==> src/iqsm_cfg.svh <==
`ifndef IQSM_CFG_SVH
`define IQSM_CFG_SVH

// ************************************************************
// Register addresses on the serial command interface
// ************************************************************
`define IQSM_ADDR_RESULT 4'h0
`define IQSM_ADDR_STATUS 4'h5
`define IQSM_ADDR_INSEL 4'h6

// ************************************************************
// Field positions of the interrupt and status register
// ************************************************************
`define IQSM_BIT_UNUSED 7
`define IQSM_BIT_RDY 6
`define IQSM_BIT_CRC 5
`define IQSM_BIT_POR 4
`define IQSM_BIT_PINSEL 3
`define IQSM_BIT_PINIDLE 2
`define IQSM_BIT_QCMD 1
`define IQSM_BIT_CSIRQ 0

// ************************************************************
// Field positions of the input select register
// ************************************************************
`define IQSM_POS_HI 7
`define IQSM_POS_LO 4
`define IQSM_NEG_HI 3
`define IQSM_NEG_LO 0

// ************************************************************
// Reset values
// ************************************************************
`define IQSM_RST_CFG 4'h3
`define IQSM_RST_INSEL 8'h01
`define IQSM_RST_FLAG 1'b1

// ************************************************************
// Command byte layout and command types
// ************************************************************
`define IQSM_CMD_DEV_HI 7
`define IQSM_CMD_DEV_LO 6
`define IQSM_CMD_ADR_HI 5
`define IQSM_CMD_ADR_LO 2
`define IQSM_CMD_TYP_HI 1
`define IQSM_CMD_TYP_LO 0
`define IQSM_CMD_FAST 2'h0
`define IQSM_CMD_SREAD 2'h1
`define IQSM_CMD_WRITE 2'h2
`define IQSM_CMD_IREAD 2'h3

`endif

==> src/iqsm_pkg.sv <==
package iqsm_pkg;
  typedef logic [7:0] iqsm_byte_t;
  typedef logic [3:0] iqsm_addr_t;
  typedef logic [1:0] iqsm_dev_t;
  typedef enum logic [1:0] {ST_IDLE, ST_CMD, ST_WDATA, ST_SKIP} iqsm_state_e;
endpackage

==> src/iqsm_link_ser.sv <==
`timescale 1ns/10ps
module iqsm_link_ser (
  input wire logic clk,
  input wire logic rst,
  input wire logic sclk,
  input wire logic cs_n,
  input wire logic mosi,
  input wire logic tx_load,
  input wire iqsm_pkg::iqsm_byte_t tx_byte,
  output logic miso,
  output logic miso_oe_n,
  output logic rx_valid,
  output iqsm_pkg::iqsm_byte_t rx_byte,
  output logic frame_start,
  output logic frame_active
);
  import iqsm_pkg::*;

  // ************************************************************
  // Pin synchronisers, order is {sclk, cs_n, mosi}
  // ************************************************************
  logic [2:0] sync1_q;
  logic [2:0] sync2_q;
  logic [2:0] prev_q;
  logic [2:0] cnt_q, cnt_d;
  iqsm_byte_t sh_q, sh_d;
  iqsm_byte_t tx_q, tx_d;
  iqsm_byte_t rxb_q, rxb_d;
  logic miso_q, miso_d;
  logic rxv_q, rxv_d;
  logic fs_q, fs_d;
  logic act_q, act_d;
  logic oe_n_q, oe_n_d;
  logic rise, fall, cs_act;

  assign rise = sync2_q[2] & ~prev_q[2];
  assign fall = ~sync2_q[2] & prev_q[2];
  assign cs_act = ~sync2_q[1];

  // ************************************************************
  // Mode 0 shifter: sample on rise, shift out on fall
  // ************************************************************
  always_comb begin
    cnt_d = cnt_q;
    sh_d = sh_q;
    tx_d = tx_q;
    rxb_d = rxb_q;
    miso_d = miso_q;
    rxv_d = 1'b0;
    fs_d = cs_act & ~act_q;
    act_d = cs_act;
    oe_n_d = ~cs_act;
    if (!cs_act) begin
      cnt_d = 3'h0;
    end else begin
      if (rise) begin
        sh_d = {sh_q[6:0], sync2_q[0]};
        cnt_d = cnt_q + 3'h1;
        if (cnt_q == 3'h7) begin
          rxv_d = 1'b1;
          rxb_d = {sh_q[6:0], sync2_q[0]};
        end
      end
      // No shift on the fall that closes a byte, the next byte loads
      if (fall && cnt_q != 3'h0) begin
        tx_d = {tx_q[6:0], 1'b0};
        miso_d = tx_q[6];
      end
    end
    if (tx_load) begin
      tx_d = tx_byte;
      miso_d = tx_byte[7];
    end
  end

  always_ff @(posedge clk or posedge rst) begin
    if (rst) begin
      sync1_q <= 3'h2;
      sync2_q <= 3'h2;
      prev_q <= 3'h2;
      cnt_q <= 3'h0;
      sh_q <= 8'h00;
      tx_q <= 8'h00;
      rxb_q <= 8'h00;
      miso_q <= 1'b0;
      rxv_q <= 1'b0;
      fs_q <= 1'b0;
      act_q <= 1'b0;
      oe_n_q <= 1'b1;
    end else begin
      sync1_q <= {sclk, cs_n, mosi};
      sync2_q <= sync1_q;
      prev_q <= sync2_q;
      cnt_q <= cnt_d;
      sh_q <= sh_d;
      tx_q <= tx_d;
      rxb_q <= rxb_d;
      miso_q <= miso_d;
      rxv_q <= rxv_d;
      fs_q <= fs_d;
      act_q <= act_d;
      oe_n_q <= oe_n_d;
    end
  end

  assign miso = miso_q;
  assign miso_oe_n = oe_n_q;
  assign rx_valid = rxv_q;
  assign rx_byte = rxb_q;
  assign frame_start = fs_q;
  assign frame_active = act_q;
endmodule

==> src/iqsm_pin_drv.sv <==
`timescale 1ns/10ps
module iqsm_pin_drv (
  input wire logic clk,
  input wire logic rst,
  input wire logic sel_bitstream,
  input wire logic idle_drive,
  input wire logic irq_any,
  input wire logic irq_priority,
  input wire logic bitstream,
  output logic pin_out,
  output logic pin_oe_n
);
  import iqsm_pkg::*;

  logic out_q, out_d;
  logic oe_n_q, oe_n_d;

  // ************************************************************
  // Shared pin: interrupts low, idle high or released
  // ************************************************************
  always_comb begin
    out_d = 1'b1;
    oe_n_d = 1'b1;
    if (sel_bitstream) begin
      // Bitstream yields only to the power-on and integrity events
      out_d = irq_priority ? 1'b0 : bitstream;
      oe_n_d = 1'b0;
    end else if (irq_any) begin
      out_d = 1'b0;
      oe_n_d = 1'b0;
    end else if (idle_drive) begin
      oe_n_d = 1'b0;
    end
  end

  always_ff @(posedge clk or posedge rst) begin
    if (rst) begin
      out_q <= 1'b1;
      oe_n_q <= 1'b1;
    end else begin
      out_q <= out_d;
      oe_n_q <= oe_n_d;
    end
  end

  assign pin_out = out_q;
  assign pin_oe_n = oe_n_q;
endmodule

==> src/iqsm_regs.sv <==
`timescale 1ns/10ps
`include "iqsm_cfg.svh"
// Overview of operation
// - Result-ready flag bit 6 resets 1, goes 0 on new result, read sets 1.
// - Integrity flag bit 5 reads 1 unless a configuration CRC error shows.
// - Power-on flag bit 4 reads 0 after a power-on event until read.
// - Pin field bits 3-2 resets 00; upper bit picks interrupt or bitstream.
// - In bitstream mode only power-on and CRC events override the stream.
// - Lower pin bit: 1 drives idle high, 0 releases pin when idle.
// - Conversion-start interrupt raised only while bit 0 is set; resets 1.
// - Pin field 10 or 11 routes modulator codes to pin and result.
// - Code 1010 reserved; 1001 analogue supply; 1000 analogue ground.
// - Codes 0111-0000 pick channels 7-0; positive selector resets to 0.
// - Input select register, 8-bit read/write at 0x6, resets to 0x01.
// - Negative selector shares codes and resets to channel 1.
module iqsm_regs #(
  parameter iqsm_pkg::iqsm_dev_t DEV_ADDR = 2'h1
) (
  input wire logic clk,
  input wire logic rst,
  input wire logic sclk,
  input wire logic cs_n,
  input wire logic mosi,
  output logic miso,
  output logic miso_oe_n,
  input wire logic result_valid,
  input wire logic conv_start,
  input wire logic crc_error,
  input wire logic por_event,
  input wire logic modulator_bitstream,
  output logic shared_event_pin_o,
  output logic shared_event_pin_oe_n,
  output iqsm_pkg::iqsm_addr_t positive_input_sel,
  output iqsm_pkg::iqsm_addr_t negative_input_sel,
  output logic result_from_modulator,
  output logic conv_start_irq,
  output logic quick_cmd_valid,
  output iqsm_pkg::iqsm_addr_t quick_cmd_code
);
  import iqsm_pkg::*;

  // ************************************************************
  // State
  // ************************************************************
  iqsm_state_e st_q, st_d;
  iqsm_addr_t adr_q, adr_d;
  logic [3:0] cfg_q, cfg_d;
  iqsm_byte_t insel_q, insel_d;
  logic rdy_n_q, rdy_n_d;
  logic crc_ok_q, crc_ok_d;
  logic por_n_q, por_n_d;
  logic csirq_q, csirq_d;
  logic qv_q, qv_d;
  iqsm_addr_t qc_q, qc_d;
  logic txl_q, txl_d;
  iqsm_byte_t txb_q, txb_d;

  logic rx_valid;
  iqsm_byte_t rx_byte;
  logic frame_start;
  logic frame_active;
  logic rd_result, rd_status;
  logic wr_status, wr_insel;
  logic irq_any, irq_prio;
  iqsm_byte_t status_byte;
  iqsm_dev_t cmd_dev;
  iqsm_addr_t cmd_adr;
  logic [1:0] cmd_typ;

  // Read data mux, shared by the frame opener and by read commands
  function automatic iqsm_byte_t read_mux(input iqsm_addr_t a,
                                          input iqsm_byte_t stat,
                                          input iqsm_byte_t isel);
    iqsm_byte_t r;
    r = 8'h00;
    if (a == `IQSM_ADDR_STATUS) begin
      r = stat;
    end else if (a == `IQSM_ADDR_INSEL) begin
      r = isel;
    end
    return r;
  endfunction

  assign status_byte = {1'b0, rdy_n_q, crc_ok_q, por_n_q, cfg_q};
  assign cmd_dev = rx_byte[`IQSM_CMD_DEV_HI:`IQSM_CMD_DEV_LO];
  assign cmd_adr = rx_byte[`IQSM_CMD_ADR_HI:`IQSM_CMD_ADR_LO];
  assign cmd_typ = rx_byte[`IQSM_CMD_TYP_HI:`IQSM_CMD_TYP_LO];

  iqsm_link_ser u_link (
    .clk(clk),
    .rst(rst),
    .sclk(sclk),
    .cs_n(cs_n),
    .mosi(mosi),
    .tx_load(txl_q),
    .tx_byte(txb_q),
    .miso(miso),
    .miso_oe_n(miso_oe_n),
    .rx_valid(rx_valid),
    .rx_byte(rx_byte),
    .frame_start(frame_start),
    .frame_active(frame_active)
  );

  // ************************************************************
  // Command decoder
  // ************************************************************
  always_comb begin
    st_d = st_q;
    adr_d = adr_q;
    qv_d = 1'b0;
    qc_d = qc_q;
    txl_d = 1'b0;
    txb_d = txb_q;
    rd_result = 1'b0;
    rd_status = 1'b0;
    wr_status = 1'b0;
    wr_insel = 1'b0;
    if (!frame_active) begin
      st_d = ST_IDLE;
    end else begin
      unique case (st_q)
        ST_IDLE: begin
          // Status byte goes out while the command shifts in
          if (frame_start) begin
            txl_d = 1'b1;
            txb_d = read_mux(`IQSM_ADDR_STATUS, status_byte, insel_q);
            st_d = ST_CMD;
          end
        end
        ST_CMD: begin
          if (rx_valid) begin
            st_d = ST_SKIP;
            if (cmd_dev == DEV_ADDR) begin
              unique case (cmd_typ)
                `IQSM_CMD_FAST: begin
                  qv_d = cfg_q[`IQSM_BIT_QCMD];
                  qc_d = cmd_adr;
                end
                `IQSM_CMD_WRITE: begin
                  adr_d = cmd_adr;
                  st_d = ST_WDATA;
                end
                default: begin
                  txl_d = 1'b1;
                  txb_d = read_mux(cmd_adr, status_byte, insel_q);
                  rd_result = (cmd_adr == `IQSM_ADDR_RESULT);
                  rd_status = (cmd_adr == `IQSM_ADDR_STATUS);
                end
              endcase
            end
          end
        end
        ST_WDATA: begin
          if (rx_valid) begin
            wr_status = (adr_q == `IQSM_ADDR_STATUS);
            wr_insel = (adr_q == `IQSM_ADDR_INSEL);
            st_d = ST_SKIP;
          end
        end
        ST_SKIP: begin
          st_d = ST_SKIP;
        end
      endcase
    end
  end

  // ************************************************************
  // Register file and status flags
  // ************************************************************
  always_comb begin
    cfg_d = cfg_q;
    insel_d = insel_q;
    if (wr_status) begin
      cfg_d = rx_byte[3:0];
    end
    if (wr_insel) begin
      insel_d = rx_byte;
    end
    rdy_n_d = rdy_n_q;
    if (result_valid) begin
      rdy_n_d = 1'b0;
    end else if (rd_result) begin
      rdy_n_d = 1'b1;
    end
    crc_ok_d = ~crc_error;
    por_n_d = por_n_q;
    if (por_event) begin
      por_n_d = 1'b0;
    end else if (rd_status) begin
      por_n_d = 1'b1;
    end
    csirq_d = conv_start & cfg_q[`IQSM_BIT_CSIRQ];
  end

  always_ff @(posedge clk or posedge rst) begin
    if (rst) begin
      st_q <= ST_IDLE;
      adr_q <= 4'h0;
      cfg_q <= `IQSM_RST_CFG;
      insel_q <= `IQSM_RST_INSEL;
      rdy_n_q <= `IQSM_RST_FLAG;
      crc_ok_q <= `IQSM_RST_FLAG;
      por_n_q <= `IQSM_RST_FLAG;
      csirq_q <= 1'b0;
      qv_q <= 1'b0;
      qc_q <= 4'h0;
      txl_q <= 1'b0;
      txb_q <= 8'h00;
    end else begin
      st_q <= st_d;
      adr_q <= adr_d;
      cfg_q <= cfg_d;
      insel_q <= insel_d;
      rdy_n_q <= rdy_n_d;
      crc_ok_q <= crc_ok_d;
      por_n_q <= por_n_d;
      csirq_q <= csirq_d;
      qv_q <= qv_d;
      qc_q <= qc_d;
      txl_q <= txl_d;
      txb_q <= txb_d;
    end
  end

  // ************************************************************
  // Shared event pin
  // ************************************************************
  assign irq_prio = ~crc_ok_q | ~por_n_q;
  assign irq_any = irq_prio | ~rdy_n_q | csirq_q;

  iqsm_pin_drv u_pin (
    .clk(clk),
    .rst(rst),
    .sel_bitstream(cfg_q[`IQSM_BIT_PINSEL]),
    .idle_drive(cfg_q[`IQSM_BIT_PINIDLE]),
    .irq_any(irq_any),
    .irq_priority(irq_prio),
    .bitstream(modulator_bitstream),
    .pin_out(shared_event_pin_o),
    .pin_oe_n(shared_event_pin_oe_n)
  );

  assign positive_input_sel = insel_q[`IQSM_POS_HI:`IQSM_POS_LO];
  assign negative_input_sel = insel_q[`IQSM_NEG_HI:`IQSM_NEG_LO];
  assign result_from_modulator = cfg_q[`IQSM_BIT_PINSEL];
  assign conv_start_irq = csirq_q;
  assign quick_cmd_valid = qv_q;
  assign quick_cmd_code = qc_q;
endmodule

==> config.mk <==
export PLATFORM = sky130hd
export DESIGN_NAME = iqsm_regs
export DESIGN_NICKNAME = d
export VERILOG_FILES = /design/src/iqsm_pkg.sv /design/src/iqsm_link_ser.sv /design/src/iqsm_pin_drv.sv /design/src/iqsm_regs.sv
export VERILOG_INCLUDE_DIRS = /design/src
export SDC_FILE = /design/constraint.sdc
export NUM_CORES = 1
export LEC_CHECK = 0
export BUFFER_PORTS_ARGS = -buffer_cell sky130_fd_sc_hd__buf_2
export CAP_MARGIN = 20
export CELL_PAD_IN_SITES_DETAIL_PLACEMENT = 1
export CELL_PAD_IN_SITES_GLOBAL_PLACEMENT = 1
export CORE_MARGIN = 8
export CORE_UTILIZATION = 51
export DETAILED_ROUTE_END_ITERATION = 10
export PLACE_DENSITY_LB_ADDON = 0.1
export SLEW_MARGIN = 20
export SYNTH_ARGS = -nofsm -noshare
export SYNTH_HDL_FRONTEND = slang
export SYNTH_SLANG_ARGS = --single-unit
==> constraint.sdc <==
create_clock -name clk -period 4.3 [get_ports clk]
set_input_delay 0.215 -clock clk [delete_from_list [all_inputs] [get_ports clk]]
set_output_delay 0.215 -clock clk [all_outputs]
set_load 0.005 [all_outputs]
-- Word-level counts from Yosys, hierarchy flattened
Index checks and enable logic that the tools add are counted.
- divide/modulo/power cells: 0
- multiplexer cells: 62
- multiply operators: 0
- add/subtract/negate cells: 1
- magnitude comparators: 0
- shift-type cells: 0
- equal/unequal tests: 18
- bitwise logic cells: 15
- reduce and logical (&&, ||, !) cells: 18
- operator list (operator ; number):
    8-bit two-way mux ; 6
    1-bit two-way mux ; 44
    7-bit two-way mux ; 3
    4-bit by 3-bit equality test with 1-bit output (second input constant) ; 4
    8-bit one-hot mux with 2 select lines ; 1
    5-bit AND reduction ; 2
    2-bit nonzero test ; 5
    3-bit by 2-bit != test with 1-bit output (second input constant) ; 3
    2-bit two-way mux ; 4
    1-bit inverter ; 8
    2-bit one-hot mux with 4 select lines ; 1
    2-bit equality test (second input constant) ; 3
    3-bit two-way mux ; 2
    2-bit != test (second input constant) ; 3
    3-bit AND reduction ; 2
    6-bit AND reduction ; 1
    1-bit bitwise AND ; 4
    2-bit by 1-bit equality test with 1-bit output (second input constant) ; 2
    2-bit logical NOT ; 2
    4-bit logical NOT ; 1
    2-bit by 1-bit != test with 1-bit output (second input constant) ; 2
    2-bit AND reduction ; 2
    3-bit by 1-bit adder with 3-bit output (second input constant) ; 1
    3-bit equality test (second input constant) ; 1
    other kinds (5) ; 7
- register bits after elaboration: 77
- bits in latches: 0
- ROM bits: 0
- output and inout port bits: 19
- memories kept: 0
- memory bits (writable): 0
- bits of input ports: 10
- logic and storage cells: 140

-- Logic depth before layout (Yosys ltp)
Gate-level depths: netlist of run 1.
- word-level depth: 9
- depth in mapped cells: 6

-- Hierarchy
A second synthesis of run 1 with hierarchy kept.
- cells, all modules: 225
- area total of the unflattened synthesis: 3108.0 µm²
- by module, submodules not included (module ; cells an instance ; instances ; sequential area each (µm²) ; area an instance (µm²)):
    iqsm_regs ; 110 ; 1 ; 908.4 ; 1535.2
    iqsm_link_ser ; 109 ; 1 ; 929.6 ; 1501.4
    iqsm_pin_drv ; 6 ; 1 ; 52.6 ; 71.3

-- Worst setup path after synthesis of run 1
OpenSTA, ideal clock, no wires.
- kind: register to register
- start: register u_link.rxv_q (netlist: u_link.rx_valid)
- end: register insel_q[1]
- cell stages (with the launch flop): 5
- library setup time: 125 ps
- arrival: 1540 ps
- slack: 2635 ps
- required time: 4175 ps
- cells stage by stage: dfrtp_1 -> nand4_1 -> or3_4 -> nor3b_4 -> mux2_2
- longest elaborated chain between the ends: 3
- RTL lines (what ; line ; text):
    from (decl) ; iqsm_link_ser.sv:30 ; logic rxv_q, rxv_d;
    from (signal assigned) ; iqsm_link_ser.sv:99 ; rxv_q <= rxv_d;
    1-bit two-way mux ; iqsm_regs.sv:155 ; if (rx_valid) begin
    1-bit two-way mux ; iqsm_regs.sv:122 ; unique case (st_q)
    1-bit two-way mux ; iqsm_regs.sv:119 ; if (!frame_active) begin
    to (signal assigned) ; iqsm_regs.sv:201 ; insel_q <= `IQSM_RST_INSEL;
    to (signal assigned) ; iqsm_regs.sv:214 ; insel_q <= insel_d;
    to (decl) ; iqsm_regs.sv:48 ; iqsm_byte_t insel_q, insel_d;
Every way passes these cells.
A chain may end at the register's enable or synchronous reset.

-- Worst setup path in the final report of run 1
- start: register st_q[0]
- end: register adr_q[1]
- longest elaborated chain between the ends: 2
- RTL lines (what ; line ; text):
    from (decl) ; iqsm_regs.sv:45 ; iqsm_state_e st_q, st_d;
    from (signal assigned) ; iqsm_regs.sv:211 ; st_q <= st_d;
    2-bit by 1-bit equality test with 1-bit output ; iqsm_regs.sv:122 ;
    5-bit AND reduction (no line) ; n/a ;
    to (signal assigned) ; iqsm_regs.sv:212 ; adr_q <= adr_d;
    to (decl) ; iqsm_regs.sv:46 ; iqsm_addr_t adr_q, adr_d;
Every way passes these cells.

==> results of run 1 <==
==> cell usage in the layout, fill, tap and decap left out, drive strengths merged, types with 6 or more instances in the layout <==
cell type and instances:
nor2 13, dfstp 11, a22o 7, mux2 43, mux2i 9, inv 6
buf 30, nand2 13, dfrtp 64, clkbuf 10, o21ai 8, dlygate4sd3 6
nor2b 6
==> routing by layer <==
layer,part of all wire,vias up,routed length (um),track usage
met5,0,-,0,0
met4,0.014,0,88,0.0564
met3,0.039,9,236,0.0550
met2,0.49,30,2980,0.250
met1,0.46,937,2810,0.191
li1,-,838,-,-
==> repair_timing <==
| action | CTS | global route |
|---|---|---|
| gates resized for setup | 0 | 0 |
| endpoints found under the hold margin | 6 | 0 |
| hold buffers | 6 | 0 |
==> worst max-delay path: cells and delay by family (launching register included) <==
family | cells | cell delay [ps]
and+or+nand+nor | 3 | 960
DFF | 1 | 430
muxes | 1 | 360
==> registers in the layout (all words and copies together), names as in the netlist, 2 cells and up <==
| register | cells |
|---|---|
| st_q | 2 |
| u_link.rx_byte | 8 |
| u_link.sync2_q | 3 |
| adr_q | 4 |
| u_link.cnt_q | 3 |
| cfg_q | 4 |
| u_link.sh_q | 7 |
| insel_q | 8 |
| u_link.prev_q | 2 |
| u_link.sync1_q | 3 |
| quick_cmd_code | 4 |
| txb_q | 8 |
| u_link.tx_q | 7 |
==> area by class of cell <==
class | instances | share of cell area
clock inverter | 6 | 0.0300
sequential | 75 | 0.539
clock buffer | 10 | 0.0364
tap | 75 | 0.0267
inverter | 6 | 0.00642
timing repair buffer | 36 | 0.0613
multi-input combinational | 129 | 0.300
==> power by group <==
group | internal [W] | switching [W] | leakage, nW
combinational | 0.0000408 | 0.0000340 | 0.655
sequential | 0.000749 | 0.0000302 | 0.976
clock | 0.000383 | 0.000246 | 0.120
==> kinds of logic (layout without fill, tap and decap cells) <==
| group | after synthesis | count (layout) | synth area share |
|---|---|---|---|
| compound gates | 23 | 23 | 0.0526 |
| xor+xnor | 1 | 1 | 0.00292 |
| fa+ha+maj | 3 | 3 | 0.0125 |
| buf+inv | 13 | 58 | 0.0171 |
| flops | 75 | 75 | 0.631 |
| mux | 52 | 52 | 0.192 |
| simple gates | 50 | 50 | 0.0919 |
==> how the worst max path moves through the flow <==
stage / to / slack, ps / from / depth (start not counted)
after floorplan: adr_q[0] / 2190 / rst / 1
after global placement: adr_q[2] / 2470 / st_q[0] / 4
after detailed placement: adr_q[2] / 2460 / st_q[0] / 4
after CTS: adr_q[1] / 2430 / st_q[0] / 4
after global routing: adr_q[3] / 2260 / st_q[0] / 4
final: adr_q[1] / 2420 / st_q[0] / 4
==> metrics by stage <==
stage | total power [W] | hold WS, ps | setup WS [ps] | cell area, um^2
finish | 0.00148 | -13.1 | 2420 | 3510
global route | 0.00154 | 49.0 | 2260 | 3510
CTS | 0.00150 | 3.45 | 2430 | 3510
detailed placement | 0.000865 | 322 | 2460 | 3220
global placement | 0.000862 | 321 | 2470 | 3220
floorplan | 0.000837 | 219 | 2190 | 3000
==> results.py, run 1 <==
metrics = {
    "synth": {
        "synth-edff-count": 0,
        "synth_fp_nets": 230,
        "synth_area_um2": 3000,
        "synth_flop_cell": "dfrtp_1",
        "synth_most_common_cell": "dfrtp_1",
        "yosysWarnings": 0,
        "synth.top_cell.area_share": 0.535,
        "ys_ff_latch": 75,
        "synth_cells": 217,
        "synthTopCellsByCount": "dfrtp_1 (64), mux2_2 (43), nand2_1 (13), nor2_1 (13), dfstp_2 (11)",
        "yosysSeqAreaShare": 0.631,
        "synth_area_per_cell_um2": 13.8,
        "yosysUniqueCellTypes": 33,
        "synth_area_leaders": "dfrtp_1 (53%), mux2_2 (16%), dfstp_2 (9.6%), mux2i_1 (3.0%), a22o_1 (2.0%)",
        "synthArstFlopShare": 1.00,
        "yosys.area.top_type": "dfrtp_1",
    },
    "floorplan": {
        "initial_core_util": 0.518,
        "die_h_um": 92.6,
        "core_um2": 5780,
        "io_pins": 29,
        "rows": 28,
        "die_area_um2": 8580,
        "die_w_um": 92.6,
    },
    "place": {
        "routabilityCongestion": 0.748,
        "dp_cells": 315,
        "port_buffers": 28,
        "dp_hpwl_mm": 4.28,
    },
    "route": {
        "first_pass_iters": 4,
        "drtIter0Drc": 52,
        "viasPerCell": 5.38,
        "wl_per_cell_um": 18.1,
        "wl_mm": 6.11,
        "drc": 0,
        "dr_total_vias": 1814,
        "detail-route-antenna-nets": 0,
    },
    "setup_path": {
        "timing.rr.end": "adr_q[1]",
        "critPathRequiredTime_ps": 4530,
        "critPathSlowestCell": "dfrtp_1",
        "r2r_slack_ps": 2420,
        "worst_setup_path_end_kind": "flip-flop",
        "cp.arrival_ps": 2110,
        "worst-setup-path-type": "reg2reg",
        "cp_cell_sequence": "nor2b_1 > and4_1 > and2_0 > mux2_2",
        "start_kind": "flip-flop",
        "max_stage_delay_ps": 430,
        "ff2ff_path_depth": 4,
        "cp_max_fo": 6,
        "regToRegStartpoint": "st_q[0]",
    },
    "clocking": {
        "cts_tree": "yes",
        "clk_latency_ps": 340,
        "cts_buffers": 9,
        "htreeDepth": 3,
        "cts_sinks": 75,
        "root_buffer": "clkbuf_8",
        "cts.clk_slew.worst_paths_ps": 80,
        "clockBufferDepth": 2,
        "cts_setup_buffers": 0,
    },
    "layout": {
        "area_growth_pct": 17.1,
        "fin_cells": 337,
        "nets": 270,
        "regArea_um2": 1890,
        "layout-drive-gt1-share": 0.393,
        "fillerInstances": 572,
        "antenna_cells": 0,
        "multiInputGateArea_um2": 1050,
        "fin_util": 0.607,
    },
    "timing": {
        "worstMarginPinSlew_ps": 927,
        "slew_viol_final": 0,
        "fmax_mhz": 532,
        "hold_ws_ps": -13.1,
        "relSlewSlack": 0.377,
        "clock_skew_ps": 11.0,
        "rsz0062_at_grt": "no",
        "timing.final.hold_violations": 11,
        "post-route-period-util": 0.438,
        "setup_violations": 0,
        "tns_ps": 0,
        "fin_crit_ps": 1880,
    },
    "grt": {
        "grt_pass1_vias": 2018,
        "grt_max_degree": 42,
        "overflow": 0,
        "grt_pass1_wl_mm": 10.5,
        "antenna_found_initial": 0,
        "grtUsageTotal": 0.156,
    },
    "power_and_ir_drop": {
        "vdd_drop_max_v": 0.000302,
        "p_per_area_nw_per_um2": 423,
        "p_leak_nw": 1.75,
    },
    "hold_path": {
        "hold_path.class": "in2async",
    },
    "run": {
        "max_cap_viol_count": 0,
    },
    "run_status": {
        "failed_checks": "hold timing",
        "status": "complete, but fails checks",
    },
}
(Power assumes the default switching activity.)
==> run 2: changes to the inputs <==
- CORE_UTILIZATION: 51 -> 43
- clock period: 4.3 -> 1.7 ns (I/O delays scaled with it)
==> run 2 against run 1 <==
  * The run now ends clean
  * Flip-flop and latch count did not move
  * Design area is 5.3% higher
  * Sequential power grew to 2.5 times the previous value
  * Worst hold slack better by 32 ps
  * Die area up 15%
  * Core utilization down 6.0 points
  * Sequential share of layout area shrank 2.7 points
  * Global-route usage shrank 1.7 points
==> results.py, run 2 (synthesis gave the netlist of run 1 again) <==
metrics = {
    "floorplan": {
        "die_w_um": 99.5,
        "initial_core_util": 0.443,
        "core_um2": 6760,
        "rows": 30,
        "die_h_um": 99.5,
        "io_pins": 29,
        "die_area_um2": 9890,
    },
    "grt": {
        "grt_pass1_wl_mm": 10.8,
        "overflow": 0,
        "grt_max_degree": 76,
        "grtUsageTotal": 0.139,
        "grt_pass1_vias": 2110,
        "antenna_found_initial": 0,
    },
    "route": {
        "viasPerCell": 5.21,
        "drtIter0Drc": 67,
        "first_pass_iters": 4,
        "drc": 0,
        "dr_total_vias": 1898,
        "wl_per_cell_um": 17.3,
        "detail-route-antenna-nets": 0,
        "wl_mm": 6.28,
    },
    "timing": {
        "tns_ps": 0,
        "clock_skew_ps": 6.35,
        "fin_crit_ps": 1690,
        "worstMarginPinSlew_ps": 566,
        "rsz0062_at_grt": "yes",
        "fmax_mhz": 593,
        "relSlewSlack": 0.620,
        "hold_ws_ps": 18.9,
        "slew_viol_final": 0,
        "setup_violations": 0,
        "timing.final.hold_violations": 0,
        "post-route-period-util": 0.992,
    },
    "place": {
        "dp_hpwl_mm": 4.48,
        "routabilityCongestion": 0.749,
        "dp_cells": 339,
        "port_buffers": 28,
    },
    "clocking": {
        "cts_buffers": 9,
        "htreeDepth": 3,
        "cts_sinks": 75,
        "cts.clk_slew.worst_paths_ps": 70,
        "clk_latency_ps": 330,
        "clockBufferDepth": 2,
        "cts_tree": "yes",
        "root_buffer": "clkbuf_8",
    },
    "run_status": {
        "status": "finished clean",
    },
    "run": {
        "max_cap_viol_count": 0,
    },
    "layout": {
        "final_cell_mix": "dfrtp_1 (64), mux2_2 (38), buf_2 (28)",
        "fillerInstances": 727,
        "antenna_cells": 0,
        "area_growth_pct": 23.3,
        "fin_cells": 364,
        "nets": 292,
        "layout-drive-gt1-share": 0.451,
        "final_common_cell": "dfrtp_1",
    },
    "setup_path": {
        "critPathRequiredTime_ps": 1920,
        "worst_setup_path_end_kind": "flip-flop",
        "regToRegStartpoint": "st_q[1]",
        "cp.arrival_ps": 1900,
        "crit_start": "st_q[1]",
        "worst-setup-path-type": "reg2reg",
        "start_kind": "flip-flop",
        "cp_max_fo": 3,
    },
    "hold_path": {
        "hold_path.class": "in2reg",
        "hold_start": "modulator_bitstream",
    },
    "power_and_ir_drop": {
        "p_per_area_nw_per_um2": 923,
        "p_leak_nw": 1.84,
        "vdd_drop_max_v": 0.000682,
        "power.total_w": 0.00341,
    },
}
[run 2: timing repair]
item,in CTS,in global routing
endpoints found under the hold margin,71,0
pin swaps,1,0
setup endpoints to repair,11,23
hold buffers,8,0
setup buffers,0,1
gates resized for setup,4,9
[run 2: final timing paths]
path,end,slack (ps),depth (start not counted)
min in group asynchronous,cfg_q[3],410,4
hold / removal,u_pin.pin_out,20,3
max in group asynchronous,u_link.prev_q[1],940,4
setup / recovery,insel_q[7],10,5
hold reg to reg,u_link.sync2_q[2],350,0
setup reg to reg,insel_q[7],10,5
[run 2: final cells by class]
cell class | count | area, um^2 | area share
Timing Repair Buffer | 58 | 402 | 0.109
Tap cell | 80 | 100 | 0.0271
Sequential cell | 75 | 1890 | 0.512
Inverter | 6 | 26.3 | 0.00711
Multi-Input combinational cell | 129 | 1090 | 0.296
Clock inverter | 4 | 25.0 | 0.00678
Clock buffer | 12 | 155 | 0.0420
[run 2: critical path, cell delays in order, from the launching register on]
cell	delay, ps
dfrtp_1	390
nand4_1	100
or3_4	370
nor3b_4	220
buf_4	170
mux2_2	320
[run 2: where the power goes]
part           switching [W]  total, W  leakage, nW  internal, W
Combinational      0.0000933  0.000211        0.778     0.000118
Clock               0.000621   0.00123       0.0884     0.000606
Sequential         0.0000787   0.00197        0.976      0.00189
[run 2: per-layer routing]
layer | share of wire | GRT usage
met4 | 0.010 | 0.0524
met2 | 0.51 | 0.231
met3 | 0.036 | 0.0370
met1 | 0.44 | 0.169
met5 | 0 | 0
[run 2: through the flow]
stage,util,area (um^2),worst slack (ps)
after global routing,0.547,3690,-70.6
final,0.547,3690,12.8
after detailed placement,0.500,3380,-15.7
after floorplan,-,3000,35.1
after global placement,0.500,3380,18.5
after CTS,0.541,3660,0.981
